$ cat config.mk
export PLATFORM = sky130hd
export DESIGN_NAME = pcslt_regs
export DESIGN_NICKNAME = d
export VERILOG_FILES = /design/src/rtl/pcslt_pkg.sv /design/src/rtl/pcslt_regs.sv
export SDC_FILE = /design/constraint.sdc
export NUM_CORES = 1
export LEC_CHECK = 0
export BUFFER_PORTS_ARGS = -buffer_cell sky130_fd_sc_hd__buf_2
export CORE_MARGIN = 2
export CORE_UTILIZATION = 45
export DETAILED_ROUTE_END_ITERATION = 10
export GPL_ROUTABILITY_DRIVEN = 0
export HOLD_SLACK_MARGIN = 0.08
export PLACE_DENSITY = 0.7
export SLEW_MARGIN = 5
export SYNTH_ARGS = -nofsm -noshare
export SYNTH_HDL_FRONTEND = slang
export SYNTH_SLANG_ARGS = --single-unit
$ cat constraint.sdc
create_clock -name CLK_SYS -period 3.31 [get_ports CLK_SYS]
set_input_delay 0.331 -clock CLK_SYS [delete_from_list [all_inputs] [get_ports CLK_SYS]]
set_output_delay 0.331 -clock CLK_SYS [all_outputs]
set_load 0.1 [all_outputs]
$ cat src/rtl/pcslt_pkg.sv
// Package of constants for the PC card slot control register bank.
// Assumes a 32-bit classic Wishbone register bus with byte addresses.
`default_nettype none
package pcslt_pkg;
  localparam int ADDR_W = 9;
  localparam int DATA_W = 32;
  localparam int REG_W = 8;
  localparam int CSC_W = 4;
  localparam int WORD_LSB = 2;
  // Byte offsets of the registers.
  localparam logic [8:0] OFS_IDENT = 9'h000;
  localparam logic [8:0] OFS_POWER = 9'h008;
  localparam logic [8:0] OFS_CSC = 9'h010;
  localparam logic [8:0] OFS_ADD_GEN = 9'h058;
  localparam logic [8:0] OFS_FIXED = 9'h05c;
  localparam logic [8:0] OFS_GLOBAL = 9'h078;
  localparam logic [8:0] OFS_TIMING = 9'h0ec;
  localparam logic [8:0] OFS_SPARE = 9'h0f0;
  localparam logic [8:0] OFS_FUNC_SEL = 9'h0f8;
  localparam logic [8:0] OFS_SPECIAL = 9'h0fc;
  localparam logic [8:0] OFS_SLOT_EN = 9'h100;
  localparam logic [8:0] OFS_BUF_DIS = 9'h104;
  localparam logic [8:0] OFS_DETECT = 9'h108;
  localparam logic [8:0] OFS_COMMON_PWR = 9'h10c;
  localparam logic [8:0] OFS_SLOT_LAST = 9'h0fc;
  // Fixed read and reset values.
  localparam logic [7:0] FIXED_VALUE = 8'h0f;
  localparam logic [7:0] RD_ZERO = 8'h00;
  localparam logic [7:0] RST_REG = 8'h00;
  localparam logic [7:0] IDENT_RESET = 8'h5a; // Arbitrary value.
  // Field positions.
  localparam int GC_EXPLICIT_WB = 2;
  localparam int PWR_VCC_3V = 3;
  localparam int AG_VS_LO = 6;
  localparam int AG_VS_HI = 7;
  localparam int TM_ENABLED = 7;
  localparam int TM_SETUP_LO = 4;
  localparam int TM_SETUP_HI = 5;
  localparam int TM_HOLD_LO = 0;
  localparam int TM_HOLD_HI = 3;
  localparam int FS_BUF_PWR_EN = 6;
  localparam int FS_TIMING_EN = 3;
  localparam int FS_VS_EN = 1;
  localparam int FS_CARD_PWR_EN = 0;
  localparam int SO_PULSE_MODE = 2;
  localparam int SO_REMOVAL = 1;
  localparam int SO_BUF_CTRL = 0;
  localparam int SE_SLOT_ON = 7;
  localparam int SE_SPECIAL_LOCK = 5;
  localparam int SE_IDENT_WP = 4;
  localparam int BD_BUF_OFF = 0;
  localparam int DM_SOFTWARE = 0;
  localparam int CP_SHUTDOWN = 0;
  localparam int CSC_DETECT_CHANGE = 3;
  // Access sequencer states.
  typedef enum logic [1:0] {
    PCSLT_IDLE = 2'b00,
    PCSLT_SETUP = 2'b01,
    PCSLT_STROBE = 2'b10,
    PCSLT_HOLD = 2'b11
  } pcslt_state_e;
endpackage : pcslt_pkg
`default_nettype wire

$ cat src/rtl/pcslt_regs.sv
// Slot control and configuration register bank of a PC card host controller.
// Assumes a classic Wishbone master on CLK_SYS and synchronous card-side inputs.
`default_nettype none
module pcslt_regs #(
  parameter logic [7:0] IDENT_VALUE = pcslt_pkg::IDENT_RESET
) (
  input wire logic CLK_SYS,
  input wire logic RST,
  input wire logic WB_CYC_I,
  input wire logic WB_STB_I,
  input wire logic WB_WE_I,
  input wire logic [pcslt_pkg::ADDR_W-1:0] WB_ADR_I,
  input wire logic [3:0] WB_SEL_I,
  input wire logic [pcslt_pkg::DATA_W-1:0] WB_DAT_I,
  output logic [pcslt_pkg::DATA_W-1:0] WB_DAT_O,
  output logic WB_ACK_O,
  input wire logic CARD_PRESENT,
  input wire logic [1:0] CARD_VOLTAGE_SENSE_PINS,
  input wire logic [pcslt_pkg::CSC_W-1:0] CARD_STATUS_EVENT,
  input wire logic CARD_RING,
  input wire logic CARD_IREQ,
  input wire logic CARD_ACC_REQ,
  output logic CARD_ACC_STROBE,
  output logic CARD_ACC_DONE,
  output logic CSC_IRQ,
  output logic RING_INDICATE_OUT,
  output logic SYSTEM_INTERRUPT_LINE,
  output logic BUFFER_DISABLE_N,
  output logic CARD_VCC_3V,
  output logic [1:0] SUPPLY_CTRL_OE
);
  logic ack_q, ack_d;
  logic [31:0] dat_q, dat_d;
  logic [7:0] ident_q, ident_d, power_q, power_d, addgen_q, addgen_d, global_q, global_d;
  logic [7:0] timing_q, timing_d, spare_q, spare_d, fsel_q, fsel_d, special_q, special_d;
  logic [7:0] slot_q, slot_d, bufdis_q, bufdis_d, detect_q, detect_d, cpwr_q, cpwr_d;
  logic [3:0] csc_q, csc_d;
  logic present_q, present_d;
  logic [7:0] rd_val;
  logic req, wr, rd, slot_on, lock, timing_en, present_now, removal;
  logic ring_d, irql_d, bufn_d, vcc3_d, cscirq_d;
  logic [1:0] oe_d;
  logic ring_q, irql_q, bufn_q, vcc3_q, cscirq_q;
  logic [1:0] oe_q;
  pcslt_pkg::pcslt_state_e st_q, st_d;
  logic [3:0] cnt_q, cnt_d;
  logic strobe_q, strobe_d, done_q, done_d;

  // Tells whether a byte offset lies in the per-slot register set.
  function automatic logic in_slot_set(input logic [8:0] a);
    in_slot_set = (a <= pcslt_pkg::OFS_SLOT_LAST);
  endfunction : in_slot_set

  // Bus request decode; a request is taken while no acknowledge is pending.
  assign req = WB_CYC_I & WB_STB_I & ~ack_q;
  assign wr = req & WB_WE_I & WB_SEL_I[0];
  assign rd = req & ~WB_WE_I;
  assign slot_on = slot_q[pcslt_pkg::SE_SLOT_ON];
  assign lock = slot_q[pcslt_pkg::SE_SPECIAL_LOCK];
  assign timing_en = fsel_q[pcslt_pkg::FS_TIMING_EN];
  assign present_now = detect_q[pcslt_pkg::DM_SOFTWARE] | CARD_PRESENT;
  assign removal = present_q & ~present_now;

  // Read value for the addressed register.
  always_comb begin
    rd_val = pcslt_pkg::RD_ZERO;
    if (in_slot_set(WB_ADR_I) && !slot_on) begin
      rd_val = pcslt_pkg::RD_ZERO;
    end else begin
      case ({WB_ADR_I[8:pcslt_pkg::WORD_LSB], 2'b00})
        pcslt_pkg::OFS_IDENT: rd_val = ident_q;
        pcslt_pkg::OFS_POWER: rd_val = power_q;
        pcslt_pkg::OFS_CSC: rd_val = {4'h0, csc_q};
        pcslt_pkg::OFS_ADD_GEN: begin
          rd_val = addgen_q;
          if (fsel_q[pcslt_pkg::FS_VS_EN]) begin
            rd_val[pcslt_pkg::AG_VS_HI:pcslt_pkg::AG_VS_LO] = CARD_VOLTAGE_SENSE_PINS;
          end
        end
        pcslt_pkg::OFS_FIXED: rd_val = pcslt_pkg::FIXED_VALUE;
        pcslt_pkg::OFS_GLOBAL: rd_val = global_q;
        pcslt_pkg::OFS_TIMING: begin
          rd_val = timing_en ? {1'b1, timing_q[6:0]} : pcslt_pkg::RD_ZERO;
        end
        pcslt_pkg::OFS_SPARE: rd_val = spare_q;
        pcslt_pkg::OFS_FUNC_SEL: rd_val = lock ? pcslt_pkg::RD_ZERO : fsel_q;
        pcslt_pkg::OFS_SPECIAL: rd_val = special_q;
        pcslt_pkg::OFS_SLOT_EN: rd_val = slot_q;
        pcslt_pkg::OFS_BUF_DIS: rd_val = bufdis_q;
        pcslt_pkg::OFS_DETECT: rd_val = detect_q;
        pcslt_pkg::OFS_COMMON_PWR: rd_val = cpwr_q;
        default: rd_val = pcslt_pkg::RD_ZERO;
      endcase
    end
  end

  // Register next values: bus writes, hardware events and slot-off defaults.
  always_comb begin
    logic [8:0] wa;
    logic [7:0] wd;
    wa = {WB_ADR_I[8:pcslt_pkg::WORD_LSB], 2'b00};
    wd = WB_DAT_I[7:0];
    ack_d = req;
    dat_d = rd ? {24'h000000, rd_val} : 32'h00000000;
    ident_d = ident_q;
    power_d = power_q;
    addgen_d = addgen_q;
    global_d = global_q;
    timing_d = timing_q;
    spare_d = spare_q;
    fsel_d = fsel_q;
    special_d = special_q;
    slot_d = slot_q;
    bufdis_d = bufdis_q;
    detect_d = detect_q;
    cpwr_d = cpwr_q;
    csc_d = csc_q;
    present_d = present_now;
    // Status change bits: read clear or write-one clear, then events set.
    if (rd && wa == pcslt_pkg::OFS_CSC && slot_on && !global_q[pcslt_pkg::GC_EXPLICIT_WB]) begin
      csc_d = 4'h0;
    end
    if (wr && slot_on) begin
      case (wa)
        pcslt_pkg::OFS_IDENT: begin
          if (!slot_q[pcslt_pkg::SE_IDENT_WP]) ident_d = wd;
        end
        pcslt_pkg::OFS_POWER: power_d = wd;
        pcslt_pkg::OFS_CSC: begin
          if (global_q[pcslt_pkg::GC_EXPLICIT_WB]) csc_d = csc_q & ~wd[3:0];
        end
        pcslt_pkg::OFS_ADD_GEN: addgen_d = wd;
        pcslt_pkg::OFS_GLOBAL: global_d = wd;
        pcslt_pkg::OFS_TIMING: begin
          if (!lock) timing_d = wd;
        end
        pcslt_pkg::OFS_SPARE: spare_d = wd;
        pcslt_pkg::OFS_FUNC_SEL: begin
          if (!lock) fsel_d = wd;
        end
        pcslt_pkg::OFS_SPECIAL: begin
          if (!lock) begin
            special_d = {wd[7:2], special_q[pcslt_pkg::SO_REMOVAL], wd[0]};
          end
        end
        default: begin
        end
      endcase
    end
    if (wr) begin
      case (wa)
        pcslt_pkg::OFS_SLOT_EN: slot_d = wd;
        pcslt_pkg::OFS_BUF_DIS: bufdis_d = wd;
        pcslt_pkg::OFS_DETECT: detect_d = wd;
        pcslt_pkg::OFS_COMMON_PWR: cpwr_d = wd;
        default: begin
        end
      endcase
    end
    csc_d = csc_d | CARD_STATUS_EVENT;
    if (removal) begin
      special_d[pcslt_pkg::SO_REMOVAL] = 1'b1;
      csc_d[pcslt_pkg::CSC_DETECT_CHANGE] = 1'b1;
    end
    if (!slot_on) begin
      ident_d = IDENT_VALUE;
      power_d = pcslt_pkg::RST_REG;
      csc_d = 4'h0;
      addgen_d = pcslt_pkg::RST_REG;
      global_d = pcslt_pkg::RST_REG;
      timing_d = pcslt_pkg::RST_REG;
      spare_d = pcslt_pkg::RST_REG;
      fsel_d = pcslt_pkg::RST_REG;
      special_d = pcslt_pkg::RST_REG;
    end
  end

  // Bus answer and register storage.
  always_ff @(posedge CLK_SYS or posedge RST) begin
    if (RST) begin
      ack_q <= 1'b0;
      dat_q <= 32'h00000000;
      ident_q <= IDENT_VALUE;
      power_q <= pcslt_pkg::RST_REG;
      addgen_q <= pcslt_pkg::RST_REG;
      global_q <= pcslt_pkg::RST_REG;
      timing_q <= pcslt_pkg::RST_REG;
      spare_q <= pcslt_pkg::RST_REG;
      fsel_q <= pcslt_pkg::RST_REG;
      special_q <= pcslt_pkg::RST_REG;
      slot_q <= pcslt_pkg::RST_REG;
      bufdis_q <= pcslt_pkg::RST_REG;
      detect_q <= pcslt_pkg::RST_REG;
      cpwr_q <= pcslt_pkg::RST_REG;
      csc_q <= 4'h0;
      present_q <= 1'b0;
    end else begin
      ack_q <= ack_d;
      dat_q <= dat_d;
      ident_q <= ident_d;
      power_q <= power_d;
      addgen_q <= addgen_d;
      global_q <= global_d;
      timing_q <= timing_d;
      spare_q <= spare_d;
      fsel_q <= fsel_d;
      special_q <= special_d;
      slot_q <= slot_d;
      bufdis_q <= bufdis_d;
      detect_q <= detect_d;
      cpwr_q <= cpwr_d;
      csc_q <= csc_d;
      present_q <= present_d;
    end
  end

  // Card access sequencer: setup waits, one strobe cycle, hold waits.
  always_comb begin
    st_d = st_q;
    cnt_d = cnt_q;
    strobe_d = 1'b0;
    done_d = 1'b0;
    case (st_q)
      pcslt_pkg::PCSLT_IDLE: begin
        if (CARD_ACC_REQ && slot_on) begin
          st_d = pcslt_pkg::PCSLT_SETUP;
          cnt_d = timing_en ? {2'b00, timing_q[pcslt_pkg::TM_SETUP_HI:pcslt_pkg::TM_SETUP_LO]} : 4'h0;
        end
      end
      pcslt_pkg::PCSLT_SETUP: begin
        if (cnt_q == 4'h0) begin
          st_d = pcslt_pkg::PCSLT_STROBE;
          strobe_d = 1'b1;
        end else begin
          cnt_d = cnt_q - 4'h1;
        end
      end
      pcslt_pkg::PCSLT_STROBE: begin
        st_d = pcslt_pkg::PCSLT_HOLD;
        cnt_d = timing_en ? timing_q[pcslt_pkg::TM_HOLD_HI:pcslt_pkg::TM_HOLD_LO] : 4'h0;
      end
      pcslt_pkg::PCSLT_HOLD: begin
        if (cnt_q == 4'h0) begin
          st_d = pcslt_pkg::PCSLT_IDLE;
          done_d = 1'b1;
        end else begin
          cnt_d = cnt_q - 4'h1;
        end
      end
      default: st_d = pcslt_pkg::PCSLT_IDLE;
    endcase
  end

  // Card side pins, each taken from a flip-flop.
  always_comb begin
    cscirq_d = |csc_q;
    ring_d = CARD_RING & ~(fsel_q[pcslt_pkg::FS_BUF_PWR_EN] & bufdis_q[pcslt_pkg::BD_BUF_OFF]);
    irql_d = special_q[pcslt_pkg::SO_PULSE_MODE] ? CARD_IREQ : ~CARD_IREQ;
    bufn_d = special_q[pcslt_pkg::SO_BUF_CTRL] | ~bufdis_q[pcslt_pkg::BD_BUF_OFF];
    vcc3_d = fsel_q[pcslt_pkg::FS_CARD_PWR_EN] & power_q[pcslt_pkg::PWR_VCC_3V];
    oe_d = {2{~cpwr_q[pcslt_pkg::CP_SHUTDOWN]}};
  end

  // Sequencer and pin registers.
  always_ff @(posedge CLK_SYS or posedge RST) begin
    if (RST) begin
      st_q <= pcslt_pkg::PCSLT_IDLE;
      cnt_q <= 4'h0;
      strobe_q <= 1'b0;
      done_q <= 1'b0;
      cscirq_q <= 1'b0;
      ring_q <= 1'b0;
      irql_q <= 1'b0;
      bufn_q <= 1'b1;
      vcc3_q <= 1'b0;
      oe_q <= 2'b11;
    end else begin
      st_q <= st_d;
      cnt_q <= cnt_d;
      strobe_q <= strobe_d;
      done_q <= done_d;
      cscirq_q <= cscirq_d;
      ring_q <= ring_d;
      irql_q <= irql_d;
      bufn_q <= bufn_d;
      vcc3_q <= vcc3_d;
      oe_q <= oe_d;
    end
  end

  assign WB_ACK_O = ack_q;
  assign WB_DAT_O = dat_q;
  assign CARD_ACC_STROBE = strobe_q;
  assign CARD_ACC_DONE = done_q;
  assign CSC_IRQ = cscirq_q;
  assign RING_INDICATE_OUT = ring_q;
  assign SYSTEM_INTERRUPT_LINE = irql_q;
  assign BUFFER_DISABLE_N = bufn_q;
  assign CARD_VCC_3V = vcc3_q;
  assign SUPPLY_CTRL_OE = oe_q;
endmodule : pcslt_regs
`default_nettype wire

**Yosys cells after proc, flatten, opt, wreduce, memory -nomap -nowiden**

Index checks and enable logic that the tools add are counted.
W data, S select, Z words.

- Bits of input ports: 60
- Bits in registers: 123

- Equal/unequal tests: 32
- Bitwise operators: 21
- $lt $le $gt $ge: 1
- Reductions and logical operators: 27
- Muxes and demuxes: 53
- $add $sub $neg: 1

Operator list:

| kind | count |
|---|---|
| $mux W8 | 28 |
| $pmux W8 S14 | 1 |
| $mux W4 | 8 |
| $eq A7 B6 Y1 const B | 4 |
| $eq A7 B7 Y1 const B | 4 |
| $eq A7 B5 Y1 const B | 3 |
| $mux W7 | 3 |
| $ne A2 B1 Y1 const B | 10 |
| $reduce_and A2 Y1 | 9 |
| $reduce_and A3 Y1 | 5 |
| $ne A2 B2 Y1 const B | 6 |
| $pmux W4 S3 | 1 |
| $mux W2 | 5 |
| $and A1 B1 Y1 | 9 |
| $le A9 B8 Y1 const B | 1 |
| $pmux W2 S4 | 1 |
| $eq A7 B2 Y1 const B | 1 |
| $eq A7 B3 Y1 const B | 1 |
| $logic_not A7 Y1 | 1 |
| $not A1 Y1 | 7 |
| $logic_and A1 B1 Y1 | 6 |
| $mux W1 | 6 |
| $and A4 B4 Y4 | 1 |
| $eq A2 B2 Y1 const B | 2 |
| other kinds (10) | 12 |

**Longest topological paths before layout**

- Word-level depth: 13
- Gate-level depth with buffers: 7
- Gate-level depth less buffers: 7

**Least setup slack after synthesis**

OpenSTA, ideal clock, no wires.

- Path type: flip-flop to flip-flop
- Start: register ack_q, in the netlist WB_ACK_O
- End: register special_q[0]
- Data arrival time: 2.212 ns
- Path buffers: 1
- Required time: 3.190 ns
- Stages on the path, launching flop included: 7
- Slack: 0.978 ns
- Library setup time: 0.120 ns
- Period minus slack after synthesis: 2.332 ns
- Path through: dfrtp_1 > and3b_1 > nand3_4 > or4_1 > buf_2 > mux2i_1 > nor2b_1

- Word-level cells in the longest chain between the ends: 7

Ends and longest elaborated chain:

| what | line | source |
|---|---|---|
| start, declared | pcslt_regs.sv:32 | `logic ack_q, ack_d;` |
| start signal, assigned | pcslt_regs.sv:198 | `ack_q <= ack_d;` |
| $not A1 Y1 | pcslt_regs.sv:55 | `assign req = WB_CYC_I & WB_STB_I & ~ack_q;` |
| $and A1 B1 Y1 | pcslt_regs.sv:55 |  |
| via ack_d | pcslt_regs.sv:32 |  |
| $and A1 B1 Y1 (2 in series) | pcslt_regs.sv:56 | `assign wr = req & WB_WE_I & WB_SEL_I[0];` |
| $logic_and A1 B1 Y1 | pcslt_regs.sv:123 | `if (wr && slot_on) begin` |
| $ne A2 B1 Y1 (no line) | -- |  |
| $reduce_and A3 Y1 (no line) | -- |  |
| end signal, assigned | pcslt_regs.sv:190 | `special_q <= pcslt_pkg::RST_REG;` |
| end signal, assigned | pcslt_regs.sv:207 | `special_q <= special_d;` |
| end, declared | pcslt_regs.sv:35 | `logic [7:0] timing_q, timing_d, spare_q, spare_d, fsel_q, fsel_d, special_q, special_d;` |

The timed path passes the listed nets, and every way through them passes these cells.
A chain may end at the register's enable or synchronous reset.

**Worst setup path after layout**

- Start: register ack_q, in the netlist WB_ACK_O
- End: register special_q[6]

The elaborated chain is that of the path after synthesis.

==> flow_summary.yaml <==
timing:
  timing.final.hold_violations: 0
  maximum_achievable_frequency_mhz: 459
  clock-skew-final_ns: 0.00725
  final.period_utilization_pct: 65.8
  rsz0062_at_grt: "no"
  holdWs_ns: 0.120
  worst_rel_slew_slack_pct: 33.1
  report.final.slew_viol_count: 0
  report.final.setup_viol: 0
  worst_slew_pin_slew_ns: 0.999
  timing.setup.tns_ns: 0
  fin_crit_ns: 2.18
critical_path:
  worst_setup_path_start_kind: "register"
  type_of_the_worst_setup_path: "reg2reg"
  r2r-end: "special_q[6]"
  worstReg2RegStart: "WB_ACK_O"
  timing.critical_path.arrival_ns: 2.49
  critical_path.max_fanout: 8
  worst_path_cell_trace: "and3b_1 -> nand3_4 -> or4_1 -> mux2i_1 -> nor2b_1"
  critical-path-max-stage-delay_ns: 0.82
  r2r.worst_path.cells: 5
  reg2reg_setup_slack_ns: 1.13
  crit_required_ns: 3.62
  crit_slowest_cell: "sky130_fd_sc_hd__or4_1"
  worst_setup_path_end_kind: "register"
power:
  power_per_cell_area_mw_per_mm2: 544
  fraction_of_power_spent_switching_nets_pct: 28.9
  vdd_ir_drop_max_v: 0.000408
  clock_group_share_of_total_power_pct: 44.5
  pwr-share-seq_pct: 38.7
  power_frac_comb_pct: 16.8
  power_report.internal_total_mw: 2.91
  net-switching-power_mw: 1.18
  cellLeakagePower_nw: 3.34
flow_run:
  timing.max_cap.violations: 0
route:
  number_of_drc_violations_after_detailed_routing: 0
  ant_nets: 0
  drt_iter0_markers: 470
  vias: 4800
  wl_per_cell_um: 20.6
  routed_wirelength_mm: 17.1
  avgViaCountPerCell: 5.79
  drt_pass1_iterations: 5
floorplan:
  chipHeight_um: 125
  fp-row-count: 44
  fp.coreArea_mm2: 0.0144
  boundaryPins: 102
  initial_utilization_pct: 45.8
  die_area_mm2: 0.0157
  floorplan.die.width_um: 125
synth:
  ys_seq_area_share_pct: 46.7
  netlist_instances: 590
  avgSynthCellArea_um2: 11.2
  async_flop_share_pct: 100
  number_of_distinct_library_cell_variants_in_the_gate_level_netlist_after_synthesis: 64
  synth.yosys.warnings: 0
  synth_enable_flop_cells: 0
  ys_seq_elements: 123
  synth_ff_type: "sky130_fd_sc_hd__dfrtp_1"
  netlist_area_mm2: 0.00661
clock_network:
  clock_sink_count: 123
  post-cts-setup-buffer-count: 0
  cts_tree: "built"
  clk_pin_slew_worst_paths_ns: 0.06
  cts_made_buffers: 17
  ctsHtreeMaxLevel: 4
  cts-root-buf: "sky130_fd_sc_hd__clkbuf_16"
  post_cts_sizing: 0
  cts_buffer_depth: 2
  clkLatencyLatePin_ns: 0.42
grt:
  grt_start_max_net_pins: 66
  grt_first_pass_wirelength_mm: 27.6
  aggregate_global_routing_overflow: 0
  global_router_s_overall_resource_usage_pct: 22.7
  grt_antenna_before_repair: 0
  first_global_vias: 4845
layout:
  post-route-util_pct: 52.1
  area_growth_pct: 13.8
  layout-drive-gt1-share_pct: 24.0
  layout.cells.non_filler: 829
  number_of_antenna_cells_inserted: 0
  layout.cells.most_common_list: "sky130_fd_sc_hd__dfrtp_1, sky130_fd_sc_hd__mux2i_1, sky130_fd_sc_hd__nor2b_1, sky130_fd_sc_hd__buf_2, sky130_fd_sc_hd__nand2_1"
  leading_cell_type_in_the_layout_fill_and_taps_excluded: "sky130_fd_sc_hd__dfrtp_1"
  filler_cell_count: 1229
  multi_input_comb_area_mm2: 0.00322
  fin_area_mm2: 0.00752
  layout.area.seq_mm2: 0.00309
  design.final.nets: 701
worst_hold_path:
  min-delay-path-class: "in2reg"
  hold_depth: 2
  hold-path-endpoint: "present_q"
  beginning_of_the_worst_hold_path: "CARD_PRESENT"
status:
  status: "finished clean"
placed_design:
  dpl.cell_count: 797
  placement.cell_area_mm2: 0.00692
  port_buffers: 50
  dpl.hpwl_mm: 11.6
[sequential cells by signal (all words and copies together), names as in the netlist, 2 cells and up]
| name | cells |
|---|---|
| WB_DAT_O | 8 |
| addgen_q | 8 |
| bufdis_q | 8 |
| cnt_q | 4 |
| cpwr_q | 8 |
| csc_q | 4 |
| detect_q | 8 |
| fsel_q | 8 |
| global_q | 8 |
| ident_q | 8 |
| power_q | 8 |
| slot_q | 8 |
| spare_q | 8 |
| special_q | 8 |
| st_q | 2 |
| timing_q | 7 |
[synth_stat cells, drive strengths merged, types with 3 or more instances]
master,n,area [um2]
nor4,5,73.8
a31oi,12,75.1
and3,10,62.6
xnor2,3,26.3
nand2,40,163
ha,7,87.6
nor2,18,67.6
a21boi,10,75.1
dfstp,6,158
o31ai,3,22.5
nand3b,3,22.5
a22oi,9,67.6
a32o,4,40.0
nand2b,7,43.8
mux2,42,559
buf,38,268
nand3,8,52.6
inv,9,33.8
a21oi,14,70.1
nor3b,7,52.6
clkbuf,23,86.3
o22ai,4,25.0
a22o,4,35.0
o21ai,15,75.1
dfrtp,117,2930
and2,8,50.1
o21a,4,30.0
nor3,9,95.1
mux2i,59,591
nor2b,58,363
or4,3,22.5
a221oi,6,52.6
[metal layers]
layer	global-route usage, %	wire (um)	up-vias
li1	-	-	2145
met1	30.5	7430	2406
met2	36.1	7990	215
met3	5.78	1230	34
met4	8.04	429	0
met5	0	0	-
[worst max path at each step]
stage | endpoint | slack (ns) | startpoint | depth (start not counted)
floorplan | special_q[0] | 0.98 | WB_ACK_O | 6
global placement | spare_q[2] | 0.85 | WB_ADR_I[3] | 6
detailed placement | spare_q[4] | 0.85 | WB_ADR_I[3] | 6
CTS | special_q[6] | 1.14 | WB_ACK_O | 5
global route | special_q[2] | 1.02 | WB_ACK_O | 5
finish | special_q[6] | 1.13 | WB_ACK_O | 5
[per-stage QoR]
stage	power [mW]	setup WS (ns)
final	4.09	1.13
after global placement	2.26	0.854
after global routing	4.25	1.02
after CTS	4.12	1.14
after floorplan	2.17	0.978
after detailed placement	2.29	0.848
[cells by family after synthesis]
logic type / count (synthesis) / share of synthesized area (%)
compound gates: 96 / 10.1
xor+xnor: 3 / 0.397
fa+ha+maj: 7 / 1.32
buf+inv: 70 / 5.87
flops: 123 / 46.7
mux: 103 / 18.1
other cells: 1 / 0.0567
simple gates: 187 / 17.5
[power groups by stage]
stage,sequential [mW],combinational [mW],clock [mW]
final,1.58,0.687,1.82
after global routing,1.59,0.743,1.92
after CTS,1.58,0.686,1.85
after detailed placement,1.61,0.684,0
after global placement,1.60,0.651,0
after floorplan,1.69,0.478,0
[timing repair]
item                                   4_1_cts  5_1_grt
endpoints found under the hold margin       26        0
hold buffers                                 2        0
setup endpoints to repair                    0        0
[worst max-delay path: cells and delay by family, from the launching register on]
kind / cells / cell delay (ns)
simple gates: 4 / 1.40
flops: 1 / 0.39
mux: 1 / 0.27
[area by class of cell]
| cell class | count | share of cell area (%) |
|---|---|---|
| Clock buffer | 23 | 6.49 |
| Tap cell | 184 | 3.06 |
| Timing Repair Buffer | 63 | 4.86 |
| Multi-Input combinational cell | 420 | 42.9 |
| Clock inverter | 7 | 1.20 |
| Inverter | 9 | 0.499 |
| Sequential cell | 123 | 41.0 |
No activity file was read; power rests on OpenSTA's default activity.
